$ cat src/verilog/pic_primary_regs.vh
/*
 * register map, field positions, reset values and bus constants for the
 * primary interrupt control block.
 * assumes: included by the block's design file, checker and bench; word-aligned
 * AXI4-Lite accesses with byte addresses.
 */
`ifndef PIC_PRIMARY_REGS_VH
`define PIC_PRIMARY_REGS_VH

// byte addresses of the registers
`define PIC_OFS_EDGE_SEL   8'h00
`define PIC_OFS_CTRL_A     8'h04
`define PIC_OFS_CTRL_B     8'h08
`define PIC_OFS_CTRL_C     8'h0c
`define PIC_OFS_EVT_STAT   8'h10
`define PIC_OFS_EVT_CLR    8'h14
`define PIC_OFS_EVT_EN     8'h18

// bus widths
`define PIC_ADDR_W         8
`define PIC_DATA_W         32
`define PIC_NSRC           9

// writable bit masks (unimplemented bits read zero)
`define PIC_MASK_EDGE_SEL  8'h0f
`define PIC_MASK_CTRL_A    8'h7f
`define PIC_MASK_CTRL_B    8'hff
`define PIC_MASK_CTRL_C    8'h33

// reset values
`define PIC_RST_EDGE_SEL   8'h00
`define PIC_RST_CTRL_A     8'h00
`define PIC_RST_CTRL_B     8'h00
`define PIC_RST_CTRL_C     8'h00
`define PIC_RST_EVT        9'h000

// edge selector encoding
`define PIC_EDGE_OFF       2'h0
`define PIC_EDGE_RISE      2'h1
`define PIC_EDGE_FALL      2'h2
`define PIC_EDGE_BOTH      2'h3

// field positions in control register a
`define PIC_A_GLOBAL_EN    0
`define PIC_A_PIN_A_EN     1
`define PIC_A_PIN_B_EN     2
`define PIC_A_GRP0_EN      3
`define PIC_A_PIN_A_FLAG   4
`define PIC_A_PIN_B_FLAG   5
`define PIC_A_GRP0_FLAG    6

// axi responses
`define PIC_RESP_OKAY      2'h0
`define PIC_RESP_SLVERR    2'h2

`endif

$ cat src/verilog/pic_primary_irq.v
/*
 * primary interrupt control: edge selection for two external pins,
 * request flags and enables for pins, three multi-function groups, two
 * tick sources, low supply and conversion, a global enable, and a sticky
 * event status block with its own interrupt output.
 * assumes: one clock, synchronous active-high reset, pins and source
 * pulses synchronous to core_clk, an AXI4-Lite master on the bus side.
 */
// Function
// - pin a edge select bits 1:0
// - pin b edge select bits 3:2
// - edge select bits 7:4 read zero
// - control register a bit 7 reads zero
// - global enable gates every core request, not evt_irq
// - pin flags set on selected edge
// - pin enables block pin requests
// - group zero flag in bit six
// - group zero enable in bit three
// - group flag set by its one source pulse
`timescale 1ns/1ps
`default_nettype none
`include "pic_primary_regs.vh"

module pic_primary_irq (
    input  wire                      core_clk,
    input  wire                      srst,
    // axi4-lite write address
    input  wire [`PIC_ADDR_W-1:0]    s_axi_awaddr,
    input  wire                      s_axi_awvalid,
    output reg                       s_axi_awready,
    // axi4-lite write data
    input  wire [`PIC_DATA_W-1:0]    s_axi_wdata,
    input  wire [3:0]                s_axi_wstrb,
    input  wire                      s_axi_wvalid,
    output reg                       s_axi_wready,
    // axi4-lite write response
    output reg  [1:0]                s_axi_bresp,
    output reg                       s_axi_bvalid,
    input  wire                      s_axi_bready,
    // axi4-lite read address
    input  wire [`PIC_ADDR_W-1:0]    s_axi_araddr,
    input  wire                      s_axi_arvalid,
    output reg                       s_axi_arready,
    // axi4-lite read data
    output reg  [`PIC_DATA_W-1:0]    s_axi_rdata,
    output reg  [1:0]                s_axi_rresp,
    output reg                       s_axi_rvalid,
    input  wire                      s_axi_rready,
    // external interrupt pins
    input  wire                      ext_irq_pin_a,
    input  wire                      ext_irq_pin_b,
    // one-cycle request pulses from internal sources
    input  wire                      group_zero_src,
    input  wire                      group_one_src,
    input  wire                      group_two_src,
    input  wire                      tick_a_src,
    input  wire                      tick_b_src,
    input  wire                      low_supply_src,
    input  wire                      conversion_src,
    // requests to the core
    output reg                       core_irq_req,
    output reg  [`PIC_NSRC-1:0]      core_irq_pend,
    // event status interrupt
    output reg                       evt_irq
);

    // register storage
    reg  [7:0]               edge_sel_ff;   // pin edge selectors
    reg  [7:0]               ctrl_a_ff;     // global, pin and group 0
    reg  [7:0]               ctrl_b_ff;     // groups 1-2, ticks
    reg  [7:0]               ctrl_c_ff;     // low supply, conversion
    reg  [`PIC_NSRC-1:0]     evt_stat_ff;   // sticky event status
    reg  [`PIC_NSRC-1:0]     evt_en_ff;     // event interrupt enables

    // pin edge detection state
    reg  [1:0]               pin_prev_ff;   // last sampled pin levels
    reg                      pin_ok_ff;     // previous sample is valid

    // write channel state
    reg                      aw_got_ff;     // write address held
    reg                      w_got_ff;      // write data held
    reg  [`PIC_ADDR_W-1:0]   awaddr_ff;     // held write address
    reg  [`PIC_DATA_W-1:0]   wdata_ff;      // held write data
    reg  [3:0]               wstrb_ff;      // held byte strobes

    // combinational signals
    wire [1:0]               pin_now;       // current pin levels
    wire [1:0]               pin_edge;      // selected edge seen per pin
    wire [`PIC_NSRC-1:0]     src_set;       // flag set events
    wire [`PIC_NSRC-1:0]     src_flag;      // request flags in order
    wire [`PIC_NSRC-1:0]     src_en;        // individual enables
    wire                     wr_fire;       // write performed this cycle
    wire [`PIC_ADDR_W-1:0]   wr_word;       // aligned write address
    wire [`PIC_ADDR_W-1:0]   rd_word;       // aligned read address
    wire                     wr_lane0;      // low byte written
    wire                     wr_lane1;      // second byte written
    reg                      wr_hit;        // write address mapped
    reg  [`PIC_DATA_W-1:0]   rd_mux;        // read data
    reg                      rd_hit;        // read address mapped
    reg  [7:0]               nxt_edge_sel;
    reg  [7:0]               nxt_ctrl_a;
    reg  [7:0]               nxt_ctrl_b;
    reg  [7:0]               nxt_ctrl_c;
    reg  [`PIC_NSRC-1:0]     nxt_evt_stat;
    reg  [`PIC_NSRC-1:0]     nxt_evt_en;

    assign pin_now  = {ext_irq_pin_b, ext_irq_pin_a};
    assign wr_fire  = aw_got_ff & w_got_ff & ~s_axi_bvalid;
    assign wr_word  = {awaddr_ff[`PIC_ADDR_W-1:2], 2'h0};
    assign rd_word  = {s_axi_araddr[`PIC_ADDR_W-1:2], 2'h0};
    assign wr_lane0 = wstrb_ff[0];
    assign wr_lane1 = wstrb_ff[1];

    // per-pin edge detector, selector pair 2*i+1:2*i
    genvar gi;
    generate
        for (gi = 0; gi < 2; gi = gi + 1) begin : g_pin
            wire [1:0] sel;
            wire       rise;
            wire       fall;
            assign sel  = edge_sel_ff[2*gi+1:2*gi];
            assign rise = pin_ok_ff & pin_now[gi] & ~pin_prev_ff[gi];
            assign fall = pin_ok_ff & ~pin_now[gi] & pin_prev_ff[gi];
            // 00 off, 01 rising, 10 falling, 11 both
            assign pin_edge[gi] =
                ((sel == `PIC_EDGE_RISE) & rise) |
                ((sel == `PIC_EDGE_FALL) & fall) |
                ((sel == `PIC_EDGE_BOTH) & (rise | fall));
        end
    endgenerate

    // sources in order: pin a, pin b, group 0, tick a, tick b,
    // group 1, group 2, conversion, low supply
    assign src_set = {low_supply_src, conversion_src, group_two_src,
                      group_one_src, tick_b_src, tick_a_src,
                      group_zero_src, pin_edge};
    assign src_flag = {ctrl_c_ff[5], ctrl_c_ff[4], ctrl_b_ff[7],
                       ctrl_b_ff[6], ctrl_b_ff[5], ctrl_b_ff[4],
                       ctrl_a_ff[`PIC_A_GRP0_FLAG],
                       ctrl_a_ff[`PIC_A_PIN_B_FLAG],
                       ctrl_a_ff[`PIC_A_PIN_A_FLAG]};
    assign src_en = {ctrl_c_ff[1], ctrl_c_ff[0], ctrl_b_ff[3],
                     ctrl_b_ff[2], ctrl_b_ff[1], ctrl_b_ff[0],
                     ctrl_a_ff[`PIC_A_GRP0_EN],
                     ctrl_a_ff[`PIC_A_PIN_B_EN],
                     ctrl_a_ff[`PIC_A_PIN_A_EN]};

    // write decode: every mapped offset answers okay
    always @* begin
        if (wr_word == `PIC_OFS_EDGE_SEL || wr_word == `PIC_OFS_CTRL_A ||
            wr_word == `PIC_OFS_CTRL_B || wr_word == `PIC_OFS_CTRL_C) begin
            wr_hit = 1'b1;
        end else if (wr_word == `PIC_OFS_EVT_STAT) begin
            wr_hit = 1'b1;                  // read-only, write ignored
        end else if (wr_word == `PIC_OFS_EVT_CLR ||
                     wr_word == `PIC_OFS_EVT_EN) begin
            wr_hit = 1'b1;
        end else begin
            wr_hit = 1'b0;                  // unmapped
        end
    end

    // next register values: software write first, hardware set wins
    always @* begin
        nxt_edge_sel = edge_sel_ff;
        nxt_ctrl_a   = ctrl_a_ff;
        nxt_ctrl_b   = ctrl_b_ff;
        nxt_ctrl_c   = ctrl_c_ff;
        nxt_evt_stat = evt_stat_ff;
        nxt_evt_en   = evt_en_ff;
        if (wr_fire && wr_lane0) begin
            if (wr_word == `PIC_OFS_EDGE_SEL) begin
                nxt_edge_sel = wdata_ff[7:0] & `PIC_MASK_EDGE_SEL;
            end else if (wr_word == `PIC_OFS_CTRL_A) begin
                nxt_ctrl_a = wdata_ff[7:0] & `PIC_MASK_CTRL_A;
            end else if (wr_word == `PIC_OFS_CTRL_B) begin
                nxt_ctrl_b = wdata_ff[7:0] & `PIC_MASK_CTRL_B;
            end else if (wr_word == `PIC_OFS_CTRL_C) begin
                nxt_ctrl_c = wdata_ff[7:0] & `PIC_MASK_CTRL_C;
            end else if (wr_word == `PIC_OFS_EVT_CLR) begin
                nxt_evt_stat[7:0] = evt_stat_ff[7:0] & ~wdata_ff[7:0];
            end else if (wr_word == `PIC_OFS_EVT_EN) begin
                nxt_evt_en[7:0] = wdata_ff[7:0];
            end
        end
        if (wr_fire && wr_lane1) begin
            if (wr_word == `PIC_OFS_EVT_CLR) begin
                nxt_evt_stat[8] = evt_stat_ff[8] & ~wdata_ff[8];
            end else if (wr_word == `PIC_OFS_EVT_EN) begin
                nxt_evt_en[8] = wdata_ff[8];
            end
        end
        // hardware sets override a clear in the same cycle
        nxt_ctrl_a[`PIC_A_PIN_A_FLAG] = nxt_ctrl_a[`PIC_A_PIN_A_FLAG]
                                        | src_set[0];
        nxt_ctrl_a[`PIC_A_PIN_B_FLAG] = nxt_ctrl_a[`PIC_A_PIN_B_FLAG]
                                        | src_set[1];
        nxt_ctrl_a[`PIC_A_GRP0_FLAG]  = nxt_ctrl_a[`PIC_A_GRP0_FLAG]
                                        | src_set[2];
        nxt_ctrl_b[4] = nxt_ctrl_b[4] | src_set[3];
        nxt_ctrl_b[5] = nxt_ctrl_b[5] | src_set[4];
        nxt_ctrl_b[6] = nxt_ctrl_b[6] | src_set[5];
        nxt_ctrl_b[7] = nxt_ctrl_b[7] | src_set[6];
        nxt_ctrl_c[4] = nxt_ctrl_c[4] | src_set[7];
        nxt_ctrl_c[5] = nxt_ctrl_c[5] | src_set[8];
        nxt_evt_stat  = nxt_evt_stat | src_set;
    end

    // register update and pin sampling
    always @(posedge core_clk) begin
        if (srst) begin
            edge_sel_ff <= `PIC_RST_EDGE_SEL;
            ctrl_a_ff   <= `PIC_RST_CTRL_A;
            ctrl_b_ff   <= `PIC_RST_CTRL_B;
            ctrl_c_ff   <= `PIC_RST_CTRL_C;
            evt_stat_ff <= `PIC_RST_EVT;
            evt_en_ff   <= `PIC_RST_EVT;
            pin_prev_ff <= 2'h0;
            pin_ok_ff   <= 1'b0;
        end else begin
            edge_sel_ff <= nxt_edge_sel;
            ctrl_a_ff   <= nxt_ctrl_a;
            ctrl_b_ff   <= nxt_ctrl_b;
            ctrl_c_ff   <= nxt_ctrl_c;
            evt_stat_ff <= nxt_evt_stat;
            evt_en_ff   <= nxt_evt_en;
            pin_prev_ff <= pin_now;
            pin_ok_ff   <= 1'b1;            // no edge on first sample
        end
    end

    // request outputs to the core and the event interrupt
    always @(posedge core_clk) begin
        if (srst) begin
            core_irq_req  <= 1'b0;
            core_irq_pend <= {`PIC_NSRC{1'b0}};
            evt_irq       <= 1'b0;
        end else begin
            // flag, enable and global enable all needed
            core_irq_pend <= src_flag & src_en &
                {`PIC_NSRC{ctrl_a_ff[`PIC_A_GLOBAL_EN]}};
            core_irq_req  <= ctrl_a_ff[`PIC_A_GLOBAL_EN] &
                             (|(src_flag & src_en));
            evt_irq       <= |(evt_stat_ff & evt_en_ff);
        end
    end

    // write channel: address and data taken in either order
    always @(posedge core_clk) begin
        if (srst) begin
            s_axi_awready <= 1'b1;
            s_axi_wready  <= 1'b1;
            s_axi_bvalid  <= 1'b0;
            s_axi_bresp   <= `PIC_RESP_OKAY;
            aw_got_ff     <= 1'b0;
            w_got_ff      <= 1'b0;
            awaddr_ff     <= {`PIC_ADDR_W{1'b0}};
            wdata_ff      <= {`PIC_DATA_W{1'b0}};
            wstrb_ff      <= 4'h0;
        end else begin
            // capture address
            if (s_axi_awvalid && s_axi_awready) begin
                awaddr_ff     <= s_axi_awaddr;
                aw_got_ff     <= 1'b1;
                s_axi_awready <= 1'b0;
            end
            // capture data
            if (s_axi_wvalid && s_axi_wready) begin
                wdata_ff     <= s_axi_wdata;
                wstrb_ff     <= s_axi_wstrb;
                w_got_ff     <= 1'b1;
                s_axi_wready <= 1'b0;
            end
            // both held: write done, answer
            if (wr_fire) begin
                aw_got_ff    <= 1'b0;
                w_got_ff     <= 1'b0;
                s_axi_bvalid <= 1'b1;
                s_axi_bresp  <= wr_hit ? `PIC_RESP_OKAY : `PIC_RESP_SLVERR;
            end
            // response taken: reopen both channels
            if (s_axi_bvalid && s_axi_bready) begin
                s_axi_bvalid  <= 1'b0;
                s_axi_awready <= 1'b1;
                s_axi_wready  <= 1'b1;
            end
        end
    end

    // read decode and data assembly
    always @* begin
        rd_mux = {`PIC_DATA_W{1'b0}};
        rd_hit = 1'b1;
        if (rd_word == `PIC_OFS_EDGE_SEL) begin
            rd_mux[7:0] = edge_sel_ff & `PIC_MASK_EDGE_SEL;
        end else if (rd_word == `PIC_OFS_CTRL_A) begin
            rd_mux[7:0] = ctrl_a_ff & `PIC_MASK_CTRL_A;
        end else if (rd_word == `PIC_OFS_CTRL_B) begin
            rd_mux[7:0] = ctrl_b_ff;
        end else if (rd_word == `PIC_OFS_CTRL_C) begin
            rd_mux[7:0] = ctrl_c_ff & `PIC_MASK_CTRL_C;
        end else if (rd_word == `PIC_OFS_EVT_STAT) begin
            rd_mux[`PIC_NSRC-1:0] = evt_stat_ff;
        end else if (rd_word == `PIC_OFS_EVT_CLR) begin
            rd_mux = {`PIC_DATA_W{1'b0}};   // write-only, reads zero
        end else if (rd_word == `PIC_OFS_EVT_EN) begin
            rd_mux[`PIC_NSRC-1:0] = evt_en_ff;
        end else begin
            rd_hit = 1'b0;                  // unmapped, zero data
        end
    end

    // read channel: answer on the edge that takes the address
    always @(posedge core_clk) begin
        if (srst) begin
            s_axi_arready <= 1'b1;
            s_axi_rvalid  <= 1'b0;
            s_axi_rdata   <= {`PIC_DATA_W{1'b0}};
            s_axi_rresp   <= `PIC_RESP_OKAY;
        end else begin
            if (s_axi_arvalid && s_axi_arready) begin
                s_axi_arready <= 1'b0;
                s_axi_rvalid  <= 1'b1;
                s_axi_rdata   <= rd_mux;
                s_axi_rresp   <= rd_hit ? `PIC_RESP_OKAY : `PIC_RESP_SLVERR;
            end else if (s_axi_rvalid && s_axi_rready) begin
                s_axi_rvalid  <= 1'b0;
                s_axi_arready <= 1'b1;
            end
        end
    end

endmodule // pic_primary_irq
`default_nettype wire

$ cat config.mk
export PLATFORM = sky130hd
export DESIGN_NAME = pic_primary_irq
export DESIGN_NICKNAME = d
export VERILOG_FILES = /design/src/verilog/pic_primary_irq.v
export VERILOG_INCLUDE_DIRS = /design/src /design/src/verilog
export SDC_FILE = /design/constraint.sdc
export NUM_CORES = 1
export LEC_CHECK = 0
export ABC_CLOCK_PERIOD_IN_PS = 3800
export BUFFER_PORTS_ARGS = -buffer_cell sky130_fd_sc_hd__buf_4
export CORE_MARGIN = 2
export CORE_UTILIZATION = 55
export CTS_CLUSTER_SIZE = 28
export DETAILED_ROUTE_END_ITERATION = 16
export MAX_ROUTING_LAYER = met4
export PLACE_DENSITY_LB_ADDON = 0.08
export REMOVE_ABC_BUFFERS = 1
export SLEW_MARGIN = 20
export SYNTH_ARGS = -nofsm -noshare
export SYNTH_HDL_FRONTEND = slang
export SYNTH_SLANG_ARGS = --single-unit
$ cat constraint.sdc
create_clock -name core_clk -period 3.8 [get_ports core_clk]
set_input_delay 1.14 -clock core_clk [delete_from_list [all_inputs] [get_ports core_clk]]
set_output_delay 1.14 -clock core_clk [all_outputs]
set_load 0.02 [all_outputs]
==> results of run 1 <==
-- sequential cells by signal (all words and copies together), names as in the netlist, 4 cells and up --
name,count
ctrl_a_ff,7
evt_en_ff,9
ctrl_b_ff,8
evt_stat_ff,9
edge_sel_ff,4
s_axi_rdata,9
ctrl_c_ff,4
awaddr_ff,6
core_irq_pend,9
wdata_ff,9
-- report_power, final --
part | switching [W] | internal, W
Clock | 0.000340 | 0.000326
Sequential | 0.0000338 | 0.000974
Combinational | 0.000111 | 0.0000712
Total | 0.000485 | 0.00137
-- cell usage in the layout (no fill, tap or decap), types with 10 or more instances in the layout --
| master | count |
|---|---|
| dfxtp_1 | 90 |
| buf_4 | 66 |
| nand2_1 | 63 |
| nor2_1 | 44 |
| a21oi_1 | 42 |
| mux2i_1 | 31 |
| conb_1 | 25 |
| o21ai_0 | 15 |
| inv_1 | 14 |
| clkbuf_8 | 10 |
-- metrics by stage --
step	hold slack, ns	util
after floorplan	0.432	-
after global placement	0.467	0.630
after detailed placement	0.473	0.630
after CTS	0.484	0.659
after global routing	0.503	0.659
final	0.479	0.659
-- cells in the mapped netlist (all sizes together) (4+ instances only) --
master,n,area [um2]
and4b,4,40.0
nand4,7,56.3
mux2,4,45.0
nor3,6,35.0
inv,14,52.6
clkbuf,17,63.8
a21oi,42,210
nor2,44,165
nand3,7,35.0
buf,34,244
dfxtp,90,1800
nor2b,6,37.5
mux2i,31,310
and3b,6,52.6
o21ai,15,75.1
a311oi,6,52.6
nand2,63,236
a31oi,7,43.8
-- cells by family (layout without fill, tap and decap cells) --
family	after synthesis	in the layout	share of synthesized area
flip-flops	90	90	0.461
other	1	25	0.000960
buffers and inverters	65	96	0.0923
AO/OA/AOI/OAI	94	94	0.151
multiplexers	35	35	0.0910
AND/OR/NAND/NOR	160	160	0.203
-- cell type report --
cell class / count / area, um2
inverters: 14 / 52.6
clock buffers: 11 / 141
fillers: 625 / 2330
multi-input cells: 314 / 1830
flip-flops and latches: 90 / 1800
repair buffers: 66 / 495
clock inverters: 5 / 60.1
well taps: 96 / 120
-- worst register-to-register path, stage by stage (launching register included) --
cell and delay, ns:
dfxtp_1 0.34, nor4_2 0.50, nand4_2 0.44, mux2i_1 0.27, nor2_1 0.06
-- metal layers --
| layer | global-route usage | vias up |
|---|---|---|
| met5 | - | - |
| met2 | 0.387 | 96 |
| met4 | 0.0826 | 0 |
| li1 | - | 1606 |
| met1 | 0.335 | 1473 |
| met3 | 0.0345 | 8 |
-- worst min path at each step --
stage	from	endpoint	slack (ns)	cells past startpoint
final	wdata_ff[8]	wdata_ff[8]	0.48	2
after global routing	ctrl_b_ff[1]	ctrl_b_ff[1]	0.50	2
after CTS	ctrl_b_ff[1]	ctrl_b_ff[1]	0.48	2
after detailed placement	ctrl_b_ff[1]	ctrl_b_ff[1]	0.47	2
after global placement	wstrb_ff[1]	wstrb_ff[1]	0.47	2
after floorplan	ctrl_c_ff[1]	core_irq_pend[8]	0.43	2
==> summary.txt, run 1 <==
Placed Area: 0.00430 mm2
CTS tree: built
Kind of end point of the critical path: output pin
Clk_skew: 0.0108 ns
Chip Width: 88.3 um
GRT overflow: 0
Synth warn: 0
WL/cell: 15.0 um
Core region area: 0.00683 mm2
Full die area: 0.00779 mm2
CTS H-tree lvls: 3
Seq cells post-synth: 90
M1 WL: 4170 um
Worst VDD drop: 0.271 mV
CTS Buffer Depth: 2
CP top delay family: flip-flops
Vias per std cell: 5.34
Crit path DAT: 1.07 ns
Status: finished clean
Final WL: 8970 um
Kind of critical path: reg2out
First-pass GRT wire length: 14400 um
# nets final: 563
Post-Synthesis Cells: 445
Final worst-path cycle share: 0.581
Max layer used: met4
Clock Sinks: 90
PortBufs: 65
FP Rows: 30
Final Instance Area: 0.00450 mm2
Slowest library cell on the worst path: dfxtp_1
Seq/Total Area, Yosys: 0.461
Worst-path clk slew: 0.09 ns
Final Hold Vio Count: 0
Pin count of the biggest net entering global routing: 71
Detail Route Antenna Nets: 0
Dpl ws: 1.27 ns
Cts repair resizes: 0
Initial Util: 0.572
Crit path capture: s_axi_awready
CP bufs+invs: 1
IO Pins: 120
Cts bufs inserted: 9
Initial antenna violation count: 0
Setup TNS: 0 ns
Asr flop ratio synth: 0
Dpl hpwl: 6560 um
Crit path from: s_axi_awready
Max incr delay on CP: 0.51 ns
Chip Height: 88.3 um
DR WL met3: 437 um
Distinct cells, synth: 51
Worst setup margin: 1.59 ns
Worst Path Required: 2.66 ns
Leak Pwr: 1.97 nW
Number of synthesized flops with an enable pin: 0
Final min period: 2.21 ns
Clk root buf: clkbuf_8
Least-Margin Pin Slew: 0.711 ns
Worst R2R Path Depth: 4
RePlAce Congestion: 0.891
Finished Layout Cells: 596
Slew margin rel.: 0.526
Vias in the first global route: 2919
Hold_buf cts: 0
Post-CTS Setup Bufs: 0
CP max FO: 10
Prevailing post-synth register cell: dfxtp_1
Max Cap Violations: 0
Post-Syn Area per Cell: 8.78 um2
Worst r2r src: awaddr_ff[2]
Total number of vias: 3183
Crit-path cells: buf_4
DRC errors left: 0
Skew-Pair Late Insertion Delay: 0.36 ns
Antenna Cells: 0
Unrepaired setup endpoints after global routing: false
Number of setup violations in the final report: 0
Final Power: 0.00186 W
Highest Clock Rate: 453 MHz
GRT Overall Usage: 0.248
TritonRoute pass-1 iters: 4
CP Depth: 1
Pins over their slew limit: 0
Setup crit start kind: register
Layout area overhead: 15.3%
Share of layout cells above drive strength 1: 0.186
Post-placement cell count: 580
Hold WC Path Type: reg2reg
Area of the mapped netlist: 0.00390 mm2
PD cells: 412 mW/mm2
Drt initial violations: 219
Reg-to-reg slack, setup: 2.06 ns
RR Endpoint: evt_en_ff[2]
Met2 WL: 4260 um
No activity file was read; power rests on OpenSTA's default activity.
==> run 2: changes to the inputs <==
--- a/config.mk
+++ b/config.mk
@@ -6,10 +6,10 @@
 export SDC_FILE = /design/constraint.sdc
 export NUM_CORES = 1
 export LEC_CHECK = 0
-export ABC_CLOCK_PERIOD_IN_PS = 3800
+export ABC_CLOCK_PERIOD_IN_PS = 1800
 export BUFFER_PORTS_ARGS = -buffer_cell sky130_fd_sc_hd__buf_4
 export CORE_MARGIN = 2
-export CORE_UTILIZATION = 55
+export CORE_UTILIZATION = 46
 export CTS_CLUSTER_SIZE = 28
 export DETAILED_ROUTE_END_ITERATION = 16
 export MAX_ROUTING_LAYER = met4
==> constraint.sdc (replaced) <==
create_clock -name core_clk -period 1.8 [get_ports core_clk]
set_input_delay 0.54 -clock core_clk [delete_from_list [all_inputs] [get_ports core_clk]]
set_output_delay 0.54 -clock core_clk [all_outputs]
set_load 0.02 [all_outputs]
==> run 2 against run 1 <==
Effect of this change:
- global-route usage fell by 3.0 points
- setup slack got worse by 1.4 ns
- wire length rose by 4.9%
- highest routed layer unchanged
- critical endpoint is now ctrl_c_ff[5]
- final cell count rose by 3.7%
- combinational power rose by 130%
- critical path type is now reg2reg
- sequential share of layout area fell by 0.94 points
- via count rose by 2.3%
- design area rose by 2.4%
- clock-buffer cell count did not move
- critical path depth rose by 3
- sequential power rose by 110%
- hold slack got worse by 0.094 ns
==> summary.txt, run 2 (synthesis gave the netlist of run 1 again) <==
Chip Height: 96.1 um
Worst r2r src: s_axi_bvalid
RePlAce Congestion: 0.824
Leak Pwr: 2.03 nW
Number of setup violations in the final report: 0
Crit path DAT: 1.85 ns
Vias per std cell: 5.27
Layout area overhead: 18.1%
IO Pins: 120
# nets final: 576
Post-CTS Setup Bufs: 0
Kind of end point of the critical path: register
FP Rows: 33
Final core occ: 0.561
Cts bufs inserted: 9
Setup TNS: 0 ns
Hold endpoint: s_axi_wready
Worst-path clk slew: 0.09 ns
Unrepaired setup endpoints after global routing: false
Vias in the first global route: 2941
Final Power: 0.00384 W
RR Endpoint: ctrl_c_ff[5]
DRC errors left: 0
WL/cell: 15.2 um
Drt initial violations: 167
Initial Util: 0.475
Logic gate share of total power: 0.109
Reg-to-reg slack, setup: 0.19 ns
Most frequent cells in the layout: dfxtp_1, buf_4, nand2_1, nor2_1, a21oi_1
Antenna Cells: 0
Min-Delay Startpoint: s_axi_wvalid
Pin count of the biggest net entering global routing: 71
Multi-input gate area: 0.00183 mm2
Highest Clock Rate: 619 MHz
Worst R2R Path Depth: 4
Clock network fraction of total power: 0.338
Skew-Pair Late Insertion Delay: 0.35 ns
Share of layout cells above drive strength 1: 0.209
Post-placement cell count: 602
Setup crit start kind: register
TritonRoute pass-1 iters: 4
Switching share of power: 0.268
Hold WC Path Type: in2reg
Finished Layout Cells: 618
Hold Path Stages: 2
Seq. cell area: 0.00180 mm2
Final hold slack: 0.385 ns
Pins over their slew limit: 0
CP max FO: 10
CTS tree: built
Final Hold Vio Count: 0
Chip Width: 96.1 um
Hold_buf cts: 0
Sequential power share: 0.554
GRT Overall Usage: 0.218
Max Cap Violations: 0
Final worst-path cycle share: 0.897
PD cells: 833 mW/mm2
Status: finished clean
Clk_skew: 0.00984 ns
PortBufs: 65
Worst Path Required: 2.03 ns
First-pass GRT wire length: 14900 um
Final min period: 1.61 ns
Clk root buf: clkbuf_8
Fillers: 748
Commonest non-fill, non-tap cell in the layout: dfxtp_1
Core region area: 0.00822 mm2
Clock Sinks: 90
Dpl hpwl: 6840 um
Psw: 0.00103 W
GRT overflow: 0
CTS H-tree lvls: 3
CTS Buffer Depth: 2
Internal power of the cells: 0.00281 W
Full die area: 0.00924 mm2
Total number of vias: 3256
Initial antenna violation count: 0
Final WL: 9410 um
Worst VDD drop: 0.376 mV
Cts repair resizes: 0
Detail Route Antenna Nets: 0
Kind of critical path: reg2reg
## run 2: cell count changes in the layout (fill, tap and decap cells not counted)
cell and change:
buf_4 +12, clkinvlp_4 +1, clkbuf_1 -1, inv_6 -1, buf_12 +1, bufinv_16 -1, clkinv_4 +1, clkbuf_8 +1
## run 2: power groups by stage
stage	Sequential (W)	Clock, W	Combinational [W]
after floorplan	0.00217	0	0.000195
after global placement	0.00217	0	0.000411
after detailed placement	0.00217	0	0.000417
after CTS	0.00213	0.00132	0.000418
after global routing	0.00214	0.00141	0.000463
final	0.00213	0.00130	0.000417
## run 2: how the worst max path moves through the flow
stage | endpoint | slack, ns | from
finish | ctrl_c_ff[5] | 0.19 | s_axi_bvalid
global route | ctrl_a_ff[5] | 0.09 | s_axi_bvalid
CTS | ctrl_a_ff[5] | 0.18 | s_axi_bvalid
detailed placement | s_axi_rdata[1] | -0.1 | s_axi_araddr[7]
global placement | s_axi_rdata[1] | -0.07 | s_axi_araddr[7]
floorplan | s_axi_rdata[0] | 0.09 | s_axi_araddr[7]
## run 2: metal layers
metal / track usage / vias up / wire length, um / part of all wire
met2: 0.340 / 87 / 4450 / 0.47
li1: - / 1637 / - / -
met5: - / - / 0 / 0
met1: 0.289 / 1523 / 4350 / 0.46
met3: 0.0399 / 9 / 471 / 0.050
met4: 0.0655 / 0 / 133 / 0.014
## run 2: through the flow
| step | worst slack, ns | area, um2 |
|---|---|---|
| global placement | -0.0723 | 4420 |
| finish | 0.185 | 4610 |
| floorplan | 0.0856 | 3690 |
| CTS | 0.180 | 4610 |
| detailed placement | -0.0960 | 4420 |
| global route | 0.0860 | 4610 |
## run 2: cell type report
cell class,count,share of cell area
flip-flops and latches,90,0.391
well taps,105,0.0285
inverters,14,0.0114
multi-input cells,314,0.397
clock buffers,11,0.0328
repair buffers,79,0.131
clock inverters,5,0.00814
## run 2: worst max-delay path, stage by stage (launching register included)
cell	delay, ns
dfxtp_1	0.35
and3b_1	0.41
and4_1	0.45
mux2i_1	0.22
a21oi_1	0.07
